## src/usart_ctrl_pkg.sv

```systemverilog
package usart_ctrl_pkg;

  // ==========================================================
  // Bus geometry
  localparam int ADDR_W = 4;
  localparam int DATA_W = 8;

  // ==========================================================
  // Register offsets
  localparam logic [ADDR_W-1:0] OFS_STATUS = 4'h4;
  localparam logic [ADDR_W-1:0] OFS_INT_MODE = 4'h5;
  localparam logic [ADDR_W-1:0] OFS_RXTX = 4'h6;
  localparam logic [ADDR_W-1:0] OFS_FORMAT = 4'h7;

  // ==========================================================
  // Values after reset and implemented-bit masks
  localparam logic [DATA_W-1:0] RST_INT_MODE = 8'h00;
  localparam logic [DATA_W-1:0] RST_RXTX = 8'h00;
  localparam logic [DATA_W-1:0] RST_FORMAT = 8'h03;
  localparam logic [DATA_W-1:0] RST_RDATA = 8'h00;
  localparam logic [DATA_W-1:0] MASK_INT_MODE = 8'hFD;
  localparam logic [DATA_W-1:0] MASK_RXTX = 8'hDF;
  localparam logic [DATA_W-1:0] MASK_FORMAT = 8'hFF;
  localparam logic [DATA_W-1:0] MASK_FORMAT_SPI = 8'hC6;

  // ==========================================================
  // Interrupt and mode control fields
  localparam int A_RX_DONE_IE = 7;
  localparam int A_TX_DONE_IE = 6;
  localparam int A_TX_EMPTY_IE = 5;
  localparam int A_RX_START_IE = 4;
  localparam int A_LOOPBACK = 3;
  localparam int A_AUTOBAUD_IE = 2;
  localparam int A_RS485 = 0;

  // ==========================================================
  // Receiver and transmitter enable control fields
  localparam int B_RX_EN = 7;
  localparam int B_TX_EN = 6;
  localparam int B_FRAME_DET = 4;
  localparam int B_OPEN_DRAIN = 3;
  localparam int B_RX_MODE_LSB = 1;
  localparam int B_MULTIPROC = 0;

  // ==========================================================
  // Frame format control fields
  localparam int C_COMMUNICATION_MODE_LSB = 6;
  localparam int C_PARITY_LSB = 4;
  localparam int C_STOP = 3;
  localparam int C_CHARACTER_SIZE_LSB = 0;
  localparam int C_SPI_ORDER = 2;
  localparam int C_SPI_PHASE = 1;

  // ==========================================================
  // Status fields
  localparam int S_RX_DONE = 7;
  localparam int S_TX_DONE = 6;
  localparam int S_TX_EMPTY = 5;
  localparam int S_RX_START = 4;
  localparam int S_BAD_SYNC = 3;
  localparam int S_BREAK_WAIT = 0;

  // ==========================================================
  // Field codes
  localparam logic [1:0] COMMUNICATION_MODE_ASYNC = 2'h0;
  localparam logic [1:0] COMMUNICATION_MODE_SYNC = 2'h1;
  localparam logic [1:0] COMMUNICATION_MODE_INFRARED = 2'h2;
  localparam logic [1:0] COMMUNICATION_MODE_HOST_SPI = 2'h3;
  localparam logic [1:0] RECEIVER_SPEED_MODE_NORMAL = 2'h0;
  localparam logic [1:0] RECEIVER_SPEED_MODE_DOUBLE = 2'h1;
  localparam logic [1:0] RECEIVER_SPEED_MODE_GENERIC_AB = 2'h2;
  localparam logic [1:0] RECEIVER_SPEED_MODE_LIN_AB = 2'h3;
  localparam logic [1:0] PARITY_NONE = 2'h0;
  localparam logic [1:0] PARITY_RSVD = 2'h1;
  localparam logic [1:0] PARITY_EVEN = 2'h2;
  localparam logic [1:0] PARITY_ODD = 2'h3;
  localparam logic [2:0] CHARACTER_SIZE_5 = 3'h0;
  localparam logic [2:0] CHARACTER_SIZE_6 = 3'h1;
  localparam logic [2:0] CHARACTER_SIZE_7 = 3'h2;
  localparam logic [2:0] CHARACTER_SIZE_8 = 3'h3;
  localparam logic [2:0] CHARACTER_SIZE_9_LOW = 3'h6;
  localparam logic [2:0] CHARACTER_SIZE_9_HIGH = 3'h7;

  // ==========================================================
  // Decoded data bit counts
  localparam logic [3:0] BITS_5 = 4'h5;
  localparam logic [3:0] BITS_6 = 4'h6;
  localparam logic [3:0] BITS_7 = 4'h7;
  localparam logic [3:0] BITS_8 = 4'h8;
  localparam logic [3:0] BITS_9 = 4'h9;

  // Idle level of the serial line
  localparam logic LINE_IDLE = 1'b1;

endpackage

```

## src/pin_sync.sv

```systemverilog
`timescale 1ns/1ps
module pin_sync
  import usart_ctrl_pkg::*;
(
  input wire logic core_clk_i,
  input wire logic rst_n_i,
  input wire logic ce_i,
  input wire logic pin_i,
  output logic level_o
);
  import usart_ctrl_pkg::*;

  typedef struct packed {
    logic s1;
    logic s2;
    logic s3;
    logic level;
  } sync_state_t;

  sync_state_t st_r;
  sync_state_t st_nxt;

  // ==========================================================
  // Three stage chain, change taken when stages two and three agree
  always_comb
  begin
    st_nxt = st_r;
    st_nxt.s1 = pin_i;
    st_nxt.s2 = st_r.s1;
    st_nxt.s3 = st_r.s2;
    if (st_r.s2 == st_r.s3)
    begin
      st_nxt.level = st_r.s3;
    end
  end

  // State register
  always_ff @(posedge core_clk_i or negedge rst_n_i)
  begin
    if (!rst_n_i)
    begin
      st_r <= {LINE_IDLE, LINE_IDLE, LINE_IDLE, LINE_IDLE};
    end
    else if (ce_i)
    begin
      st_r <= st_nxt;
    end
  end

  assign level_o = st_r.level;

endmodule // pin_sync

```

## src/format_decode.sv

```systemverilog
`timescale 1ns/1ps
module format_decode
  import usart_ctrl_pkg::*;
(
  input wire logic core_clk_i,
  input wire logic rst_n_i,
  input wire logic ce_i,
  input wire logic [usart_ctrl_pkg::DATA_W-1:0] format_i,
  output logic [1:0] comm_mode_o,
  output logic host_spi_mode_o,
  output logic parity_enable_o,
  output logic parity_odd_o,
  output logic tx_two_stop_o,
  output logic [3:0] data_bits_o,
  output logic nine_low_first_o,
  output logic spi_lsb_first_o,
  output logic spi_sample_trailing_o
);
  import usart_ctrl_pkg::*;

  typedef struct packed {
    logic [1:0] communication_mode;
    logic spi;
    logic par_en;
    logic par_odd;
    logic two_stop;
    logic [3:0] bits;
    logic low_first;
    logic spi_lsb;
    logic spi_trail;
  } dec_state_t;

  dec_state_t st_r;
  dec_state_t st_nxt;
  logic [1:0] parity;
  logic [2:0] character_size;

  assign parity = format_i[C_PARITY_LSB+:2];
  assign character_size = format_i[C_CHARACTER_SIZE_LSB+:3];

  // ==========================================================
  // Field decode, layout chosen by communication mode
  always_comb
  begin
    st_nxt = st_r;
    st_nxt.communication_mode = format_i[C_COMMUNICATION_MODE_LSB+:2];
    st_nxt.spi = (st_nxt.communication_mode == COMMUNICATION_MODE_HOST_SPI);
    st_nxt.par_en = 1'b0;
    st_nxt.par_odd = 1'b0;
    st_nxt.two_stop = 1'b0;
    st_nxt.bits = BITS_8;
    st_nxt.low_first = 1'b0;
    st_nxt.spi_lsb = 1'b0;
    st_nxt.spi_trail = 1'b0;
    if (st_nxt.spi)
    begin
      // Host SPI layout of the same bits
      st_nxt.spi_lsb = format_i[C_SPI_ORDER];
      st_nxt.spi_trail = format_i[C_SPI_PHASE];
    end
    else
    begin
      // Reserved parity code acts as no parity
      st_nxt.par_en = (parity == PARITY_EVEN) || (parity == PARITY_ODD);
      st_nxt.par_odd = (parity == PARITY_ODD);
      st_nxt.two_stop = format_i[C_STOP];
      case (character_size)
        CHARACTER_SIZE_5: st_nxt.bits = BITS_5;
        CHARACTER_SIZE_6: st_nxt.bits = BITS_6;
        CHARACTER_SIZE_7: st_nxt.bits = BITS_7;
        CHARACTER_SIZE_8: st_nxt.bits = BITS_8;
        CHARACTER_SIZE_9_LOW:
        begin
          st_nxt.bits = BITS_9;
          st_nxt.low_first = 1'b1;
        end
        CHARACTER_SIZE_9_HIGH: st_nxt.bits = BITS_9;
        default: st_nxt.bits = BITS_8;
      endcase
    end
  end

  // State register
  always_ff @(posedge core_clk_i or negedge rst_n_i)
  begin
    if (!rst_n_i)
    begin
      st_r <= {COMMUNICATION_MODE_ASYNC, 1'b0, 1'b0, 1'b0, 1'b0, BITS_8, 1'b0, 1'b0, 1'b0};
    end
    else if (ce_i)
    begin
      st_r <= st_nxt;
    end
  end

  assign comm_mode_o = st_r.communication_mode;
  assign host_spi_mode_o = st_r.spi;
  assign parity_enable_o = st_r.par_en;
  assign parity_odd_o = st_r.par_odd;
  assign tx_two_stop_o = st_r.two_stop;
  assign data_bits_o = st_r.bits;
  assign nine_low_first_o = st_r.low_first;
  assign spi_lsb_first_o = st_r.spi_lsb;
  assign spi_sample_trailing_o = st_r.spi_trail;

endmodule // format_decode

```

## src/usart_control_config.sv

```systemverilog
// Local design decision: strobed register access.
`timescale 1ns/1ps
module usart_control_config
  import usart_ctrl_pkg::*;
(
  input wire logic core_clk_i,
  input wire logic rst_n_i,
  input wire logic ce_i,
  input wire logic [usart_ctrl_pkg::ADDR_W-1:0] addr_i,
  input wire logic [usart_ctrl_pkg::DATA_W-1:0] wdata_i,
  input wire logic wr_i,
  input wire logic rd_i,
  output logic [usart_ctrl_pkg::DATA_W-1:0] rdata_o,
  input wire logic rx_done_flag_i,
  input wire logic tx_done_flag_i,
  input wire logic tx_buffer_empty_flag_i,
  input wire logic rx_start_flag_i,
  input wire logic bad_sync_field_flag_i,
  input wire logic frame_handled_i,
  output logic break_wait_arm_o,
  output logic rx_done_irq_o,
  output logic tx_done_irq_o,
  output logic tx_buffer_empty_irq_o,
  output logic rx_start_irq_o,
  output logic autobaud_error_irq_o,
  input wire logic rxd_i,
  input wire logic tx_serial_i,
  output logic rx_serial_o,
  output logic txd_o,
  output logic txd_oe_o,
  output logic rs485_enable_o,
  output logic receiver_enable_o,
  output logic transmitter_enable_o,
  output logic frame_start_detect_enable_o,
  output logic open_drain_enable_o,
  output logic [1:0] receiver_speed_mode_o,
  output logic double_speed_o,
  output logic generic_autobaud_o,
  output logic lin_constrained_autobaud_o,
  output logic multiprocessor_mode_o,
  output logic [1:0] communication_mode_o,
  output logic host_spi_mode_o,
  output logic parity_enable_o,
  output logic parity_odd_o,
  output logic tx_two_stop_o,
  output logic [3:0] data_bits_o,
  output logic nine_low_first_o,
  output logic spi_lsb_first_o,
  output logic spi_sample_trailing_o
);
  import usart_ctrl_pkg::*;

  // ==========================================================
  // State
  typedef struct packed {
    logic [DATA_W-1:0] int_mode;
    logic [DATA_W-1:0] rxtx;
    logic [DATA_W-1:0] format;
    logic break_wait;
    logic [DATA_W-1:0] rdata;
    logic [4:0] irq;
    logic rx_line;
    logic txd;
    logic txd_oe;
  } ctrl_state_t;

  ctrl_state_t st_r;
  ctrl_state_t st_nxt;
  logic rxd_level;
  logic [4:0] flags;
  logic [4:0] enables;
  logic [DATA_W-1:0] status_view;
  logic [DATA_W-1:0] read_mux;
  logic [DATA_W-1:0] format_mask;

  // ==========================================================
  // Receive pin synchroniser
  pin_sync u_rxd_sync (
    .core_clk_i(core_clk_i),
    .rst_n_i(rst_n_i),
    .ce_i(ce_i),
    .pin_i(rxd_i),
    .level_o(rxd_level)
  );

  // ==========================================================
  // Flag and enable vectors, same bit order
  assign flags = {rx_done_flag_i, tx_done_flag_i, tx_buffer_empty_flag_i,
                  rx_start_flag_i, bad_sync_field_flag_i};
  assign enables = {st_r.int_mode[A_RX_DONE_IE],
                    st_r.int_mode[A_TX_DONE_IE],
                    st_r.int_mode[A_TX_EMPTY_IE],
                    st_r.int_mode[A_RX_START_IE],
                    st_r.int_mode[A_AUTOBAUD_IE]};

  // Status view, break wait bit is write only
  always_comb
  begin
    status_view = '0;
    status_view[S_RX_DONE] = rx_done_flag_i;
    status_view[S_TX_DONE] = tx_done_flag_i;
    status_view[S_TX_EMPTY] = tx_buffer_empty_flag_i;
    status_view[S_RX_START] = rx_start_flag_i;
    status_view[S_BAD_SYNC] = bad_sync_field_flag_i;
  end

  // Format write mask depends on the mode being written
  assign format_mask = (wdata_i[C_COMMUNICATION_MODE_LSB+:2] == COMMUNICATION_MODE_HOST_SPI) ?
                       MASK_FORMAT_SPI : MASK_FORMAT;

  // ==========================================================
  // Read multiplexer, unmapped offsets read zero
  always_comb
  begin
    case (addr_i)
      OFS_STATUS: read_mux = status_view;
      OFS_INT_MODE: read_mux = st_r.int_mode & MASK_INT_MODE;
      OFS_RXTX: read_mux = st_r.rxtx & MASK_RXTX;
      OFS_FORMAT: read_mux = st_r.format;
      default: read_mux = '0;
    endcase
  end

  // ==========================================================
  // Next state
  always_comb
  begin
    st_nxt = st_r;
    // Read data stand only in the cycle after the strobe
    st_nxt.rdata = rd_i ? read_mux : RST_RDATA;
    // Control register writes, unused bits dropped
    if (wr_i && (addr_i == OFS_INT_MODE))
    begin
      st_nxt.int_mode = wdata_i & MASK_INT_MODE;
    end
    if (wr_i && (addr_i == OFS_RXTX))
    begin
      st_nxt.rxtx = wdata_i & MASK_RXTX;
    end
    if (wr_i && (addr_i == OFS_FORMAT))
    begin
      st_nxt.format = wdata_i & format_mask;
    end
    // Break wait: frame end clears, a new arm wins over it
    if (frame_handled_i)
    begin
      st_nxt.break_wait = 1'b0;
    end
    if (wr_i && (addr_i == OFS_STATUS) && wdata_i[S_BREAK_WAIT])
    begin
      st_nxt.break_wait = 1'b1;
    end
    // Interrupt levels
    st_nxt.irq = flags & enables;
    // Receiver input source
    st_nxt.rx_line = st_r.int_mode[A_LOOPBACK] ? tx_serial_i : rxd_level;
    // Transmit pin drive
    if (st_r.rxtx[B_OPEN_DRAIN])
    begin
      st_nxt.txd = 1'b0;
      st_nxt.txd_oe = st_r.rxtx[B_TX_EN] & ~tx_serial_i;
    end
    else
    begin
      st_nxt.txd = tx_serial_i;
      st_nxt.txd_oe = st_r.rxtx[B_TX_EN];
    end
  end

  // ==========================================================
  // State register
  always_ff @(posedge core_clk_i or negedge rst_n_i)
  begin
    if (!rst_n_i)
    begin
      st_r <= {RST_INT_MODE, RST_RXTX, RST_FORMAT, 1'b0, RST_RDATA, 5'h00,
               LINE_IDLE, LINE_IDLE, 1'b0};
    end
    else if (ce_i)
    begin
      st_r <= st_nxt;
    end
  end

  // ==========================================================
  // Frame format decode
  format_decode u_format (
    .core_clk_i(core_clk_i),
    .rst_n_i(rst_n_i),
    .ce_i(ce_i),
    .format_i(st_r.format),
    .comm_mode_o(communication_mode_o),
    .host_spi_mode_o(host_spi_mode_o),
    .parity_enable_o(parity_enable_o),
    .parity_odd_o(parity_odd_o),
    .tx_two_stop_o(tx_two_stop_o),
    .data_bits_o(data_bits_o),
    .nine_low_first_o(nine_low_first_o),
    .spi_lsb_first_o(spi_lsb_first_o),
    .spi_sample_trailing_o(spi_sample_trailing_o)
  );

  // ==========================================================
  // Outputs
  assign rdata_o = st_r.rdata;
  assign break_wait_arm_o = st_r.break_wait;
  assign {rx_done_irq_o, tx_done_irq_o, tx_buffer_empty_irq_o,
          rx_start_irq_o, autobaud_error_irq_o} = st_r.irq;
  assign rx_serial_o = st_r.rx_line;
  assign txd_o = st_r.txd;
  assign txd_oe_o = st_r.txd_oe;

  // Control bit outputs
  assign rs485_enable_o = st_r.int_mode[A_RS485];
  assign receiver_enable_o = st_r.rxtx[B_RX_EN];
  assign transmitter_enable_o = st_r.rxtx[B_TX_EN];
  assign frame_start_detect_enable_o = st_r.rxtx[B_FRAME_DET];
  assign open_drain_enable_o = st_r.rxtx[B_OPEN_DRAIN];
  assign multiprocessor_mode_o = st_r.rxtx[B_MULTIPROC];

  // Receiver speed mode decode
  assign receiver_speed_mode_o = st_r.rxtx[B_RX_MODE_LSB+:2];
  assign double_speed_o = (receiver_speed_mode_o == RECEIVER_SPEED_MODE_DOUBLE);
  assign generic_autobaud_o =
    (receiver_speed_mode_o == RECEIVER_SPEED_MODE_GENERIC_AB);
  assign lin_constrained_autobaud_o =
    (receiver_speed_mode_o == RECEIVER_SPEED_MODE_LIN_AB);
endmodule // usart_control_config

```

## config.mk

```make
export PLATFORM = sky130hd
export DESIGN_NAME = usart_control_config
export DESIGN_NICKNAME = d
export VERILOG_FILES = /design/src/usart_ctrl_pkg.sv /design/src/pin_sync.sv /design/src/format_decode.sv /design/src/usart_control_config.sv
export SDC_FILE = /design/constraint.sdc
export NUM_CORES = 1
export LEC_CHECK = 0
export ABC_AREA = 1
export ABC_CLOCK_PERIOD_IN_PS = 1200
export BUFFER_PORTS_ARGS = -buffer_cell sky130_fd_sc_hd__buf_4
export CORE_MARGIN = 2
export CORE_UTILIZATION = 30
export DETAILED_ROUTE_END_ITERATION = 16
export HOLD_SLACK_MARGIN = 0.03
export PLACE_DENSITY_LB_ADDON = 0.08
export SLEW_MARGIN = 20
export SYNTH_ARGS = -nofsm -noshare
export SYNTH_HDL_FRONTEND = slang
export SYNTH_HIERARCHICAL = 1
export SYNTH_SLANG_ARGS = --single-unit
```

## constraint.sdc

```tcl
create_clock -name core_clk_i -period 1.2 [get_ports core_clk_i]
set_input_delay 0 -clock core_clk_i [delete_from_list [all_inputs] [get_ports core_clk_i]]
set_output_delay 0 -clock core_clk_i [all_outputs]
set_load 0.05 [all_outputs]
```

Yosys cells after proc, flatten, opt, wreduce, memory -nomap -nowiden
Cells that the tools add are included.
W data, S select, Z words.
{ "totals": {"register_bits": 56, "wordCells": 67, "out_inout_bits": 41, "inputBits": 25} }
{ "classes": {"n_reduce_logical": 14, "mux": 11, "eq_ne": 16, "n_bitwise": 4} }
{ "ops": {"columns": ["op", "n"], "rows": [
  ["$pmux W8 S4", 1],
  ["$eq A4 B3 Y1 const B", 4],
  ["$mux W8", 2],
  ["$pmux W4 S4", 1],
  ["$eq A2 B2 Y1 const B", 6],
  ["$reduce_and A2 Y1", 5],
  ["$and A8 B8 Y8", 1],
  ["$eq A3 B3 Y1 const B", 2],
  ["$mux W6", 1],
  ["$and A5 B5 Y5", 1],
  ["$logic_and A1 B1 Y1", 5],
  ["$mux W1", 4],
  ["$mux W2", 2],
  ["$eq A3 B1 Y1 const B", 1],
  ["$eq A3 B2 Y1 const B", 1],
  ["$logic_not A3 Y1", 1],
  ["$eq A2 B1 Y1 const B", 1],
  ["$reduce_bool A2 Y1", 1],
  ["$reduce_or A2 Y1", 1],
  ["$and A1 B1 Y1", 1],
  ["$eq A1 B1 Y1", 1],
  ["$logic_or A1 B1 Y1", 1],
  ["$not A1 Y1", 1]
]} }

Depth between registers and ports, before layout
{ "depth": {"depth_word": 5, "depth_mapped": 7} }

Cells and area by module
The synthesis kept the hierarchy.
{ "modules_own_cells": {"columns": ["mod", "instances", "seq_area_each_um2", "area_each_um2", "cells_each"], "rows": [
  ["usart_control_config", 1, 980.9, 1985.7, 233],
  ["format_decode", 1, 326.6, 575.6, 63],
  ["pin_sync", 1, 105.1, 168.9, 20]
]} }

Worst setup path before layout
Ideal clock, no wire load.
{ "synth_path": {"kind": "register -> register", "from": "register st_r (netlist bit open_drain_enable_o)", "to": "register st_r (netlist bit rdata_o[3])", "setup_ps": 123, "path_buffers": 0, "required_ps": 1077, "slack_ps": 107, "stages_incl_launch_ff": 5, "arrival_ps": 970, "period_less_slack_ps": 1093, "path_cell_list": "dfrtp_1 > nand3_1 > nand2_1 > o21ai_0 > nand2_1"} }
{ "synth_between": {"elab_chain_len": 2} }
{ "synth_rtl": {"columns": ["element", "line", "source"], "rows": [
  ["start, declared", "usart_control_config.sv:67", "ctrl_state_t st_r;"],
  ["start signal, assigned", "usart_control_config.sv:176", "st_r <= {RST_INT_MODE, RST_RXTX, RST_FORMAT, 1'b0, RST_RDATA, 5'h00,"],
  ["start signal, assigned", "usart_control_config.sv:181", "st_r <= st_nxt;"],
  ["$pmux W8 S4", "usart_control_config.sv:115", "case (addr_i)"],
  ["$mux W8", "usart_control_config.sv:130", "st_nxt.rdata = rd_i ? read_mux : RST_RDATA;"]
]} }
No other way between the ends.
A chain may end at the register's enable or synchronous reset.

Worst setup path in the final report
{ "layout_path": {"from": "register st_r (netlist bit receiver_speed_mode_o[0])", "to": "output double_speed_o"} }
{ "layout_between": {"elab_chain_len": 1} }
{ "layout_rtl": {"columns": ["element", "line", "source"], "rows": [
  ["$eq A2 B1 Y1", "usart_control_config.sv:223", "assign double_speed_o = (receiver_speed_mode_o == RECEIVER_SPEED_MODE_DOUBLE);"],
  ["end, declared", "usart_control_config.sv:37", "output logic double_speed_o,"]
]} }
No other way between the ends.

==> key figures <==
Status
  – Outcome: finished clean

Synth
  – Syn Inst Count: 316
  – Post-synth top area share: 43.1%
  – Flops & latches, synth: 56
  – Netlist cell types: 27
  – Post-Syn Area: 2730 um2
  – Post-synthesis sequential area ratio: 51.7%
  – Cell taking the most area after synthesis: dfrtp_1
  – Avg Cell Area, Syn: between 8 and 9 um2
  – Syn Nets: 341
  – Top post-synthesis cells by area: dfrtp_1, nand2_1, dfstp_2
  – Synth Warn #: 6

Power
  – Internal power: 3.35 mW
  – Combinational power share: 30.4%
  – PnR Total Power: 5.28 mW
  – Seq pwr share: a little under half
  – Leak: a little under 2 nW
  – Worst vdd ir: 875 uV
  – Power Density: 1470 nW/um2
  – Clock power frac: roughly a quarter
  – Sw Ratio: 36.6%
  – Switching pwr: 1.94 mW

Global route
  – Total GRT Usage: roughly 15%
  – Total gr overflow: 0
  – Largest net degree at the start of global routing: 35
  – Antenna violations before repair: 0
  – Vias in the first global route: ~2200
  – First-pass GRT wire length: 11.6 mm

Timing
  – Slew Limit Headroom: 69.7%
  – Setup WS post-layout: 0.111 ns
  – Period utilisation layout: 90.7%
  – Final hold slack: 0.0221 ns
  – Slew Viols, Final: 0
  – # setup viols final: 0
  – Fmax: 919 MHz
  – Tmin final: 1.09 ns
  – RSZ-0062 raised after global routing: no
  – Fin. Hold Viols: 0
  – Least-Margin Pin Slew: 0.453 ns
  – Worst clock skew: 0.0104 ns
  – Post-route setup TNS: 0 ns

Final layout
  – Area occupied by multi-input gates: ~1100 um2
  – Commonest non-fill, non-tap cell in the layout: nand2_1
  – Layout cells sized above 1: 32.2%
  – Antenna fix cells: 0
  – Register area: between 1000 and 1500 um2
  – Fillcell total: 918
  – Most frequent cells in the layout: nand2_1, buf_4, dfrtp_1
  – Layout area overhead: 32.0%
  – Layout net count: approximately 430

Floorplan
  – Die Area: 9880 um2
  – Core Area: 8760 um2
  – Die Span X: 99.4 um
  – Rows: 34
  – Initial core utilization: 31.2%
  – Top-Level Pins: 66
  – Die H: slightly below 100 um

Drt
  – Met2 WL: 3.26 mm
  – WL met3: 272 um
  – Vias per inst: 4.46
  – WL per Instance: 14.1 um
  – First-pass detailed-route iteration total: 4
  – Iter 0 DRT Violations: 133
  – Vias: 2269
  – Met1 WL: about 3.6 mm
  – Routed wire length: between 7 and 8 mm
  – Number of remaining DRC errors: 0
  – Highest routed layer: met4
  – Post-DRT Antenna Nets: 0

Critical path
  – Slowest cell on crit path: dfrtp_1
  – CP Cell Sequence: inv_1 > nor2_1 > buf_4
  – WP data required: 1.20 ns
  – Worst EP arrival: ~1.1 ns
  – CP startpoint kind: flop
  – Crit path kind: flop to output port
  – Peak per-stage delay on the critical path: 0.44 ns
  – Critical Path End Type: output port
  – CP max FO: 6

Clock tree
  – CTS buffer count: 5
  – Worst skew pair latency: 0.31 ns
  – Largest buffer count on any clock path: 2
  – CTS tree: built
  – Clk root buf: clkbuf_8
  – Clock sink count: 56
  – Clock Pin Slew Worst Setup and Hold Paths: 0.10 ns
  – H-tree levels: 2

Placement
  – RePlAce Congestion: 0.784
  – Post-Place Setup Slack: approximately 0.018 ns
  – Port Buf Inserts: between 60 and 70
  – HPWL Detailed: roughly 5.2 mm

Hold path
  – Hold Path Class: primary input to flop

Run
  – Max-cap violations: 0
==> final cells by class <==
type	instances	share of cell area [%]
clock buffer	7	2.12
clock inverter	1	0.833
inverter	27	2.85
multi-input combinational	214	29.4
sequential	56	39.2
tap	108	3.75
timing repair buffer	96	21.8
==> through the flow <==
stage | cell area [um2] | util (%) | std cells
floorplan | 2730 | - | 316
global placement | 3270 | 37.3 | 478
detailed placement | 3270 | 37.3 | 478
CTS | 3610 | 41.2 | 509
global route | 3600 | 41.1 | 509
finish | 3600 | 41.1 | 509
==> sequential cells by signal, summed over array words and instances, names as in the netlist, 2 cells and up <==
name / flops
enables: 5
st_r: 9
rdata_o: 8
receiver_speed_mode_o: 2
u_format/comm_mode_o: 2
u_rxd_sync/st_nxt: 2
u_format/data_bits_o: 4
==> critical path: cells and delay by family, from the launching register on <==
kind	cells	cell delay [ns]
buf+inv	2	0.26
flops	1	0.44
simple gates	1	0.08
==> what timing repair did <==
action	CTS	global route
setup endpoints to repair	0	3
resized for setup	0	1
endpoints found under the hold margin	77	0
setup buffers	0	2
hold buffers	23	0
==> cells by family after synthesis <==
group	count (synthesis)	share of synthesized area, %
buffers and inverters	46	9.39
and+or+nand+nor	180	29.3
AOI/OAI and AO/OA	34	9.58
DFF	56	51.7
==> cells in the mapped netlist, drive strengths merged <==
master,count
clkinv,3
o31ai,1
buf,19
nand3b,1
nand2,127
dfrtp,47
a21oi,1
o211ai,1
or2,1
nor3,1
nor2,14
dfstp,9
inv,24
nand4,1
o21ai,31
nand3,35
==> power by group through the flow <==
stage | Clock, mW | Sequential [mW] | Combinational (mW)
floorplan | 0 | 2.88 | 0.588
global placement | 0 | 2.47 | 1.54
detailed placement | 0 | 2.47 | 1.55
CTS | 1.31 | 2.44 | 1.62
global route | 1.35 | 2.48 | 1.72
finish | 1.24 | 2.44 | 1.60
==> routing by layer <==
layer | GRT usage, % | vias up
met5 | 0 | -
met4 | 3.48 | 0
met3 | 2.46 | 7
met2 | 23.8 | 52
met1 | 21.5 | 1044
li1 | - | 1166
==> final timing paths <==
check	start	to	slack [ns]	cells past startpoint
worst max-delay path	receiver_speed_mode_o[0]$_DFFE_PN0P_	double_speed_o	0.11	3
worst min-delay path	ce_i	tx_done_irq_o$_DFFE_PN0P_	0.02	3
worst max register to register	st_r[18]$_DFFE_PN1P_	u_format/data_bits_o[1]$_DFFE_PN0P_	0.14	5
worst min register to register	rx_serial_o$_DFFE_PN1P_	rx_serial_o$_DFFE_PN1P_	0.47	2
max in group asynchronous	rst_n_i	u_rxd_sync/level_o$_DFFE_PN1P_	0.52	3
min in group asynchronous	rst_n_i	u_format/data_bits_o[0]$_DFFE_PN0P_	0.12	2
(Power assumes the default switching activity.)
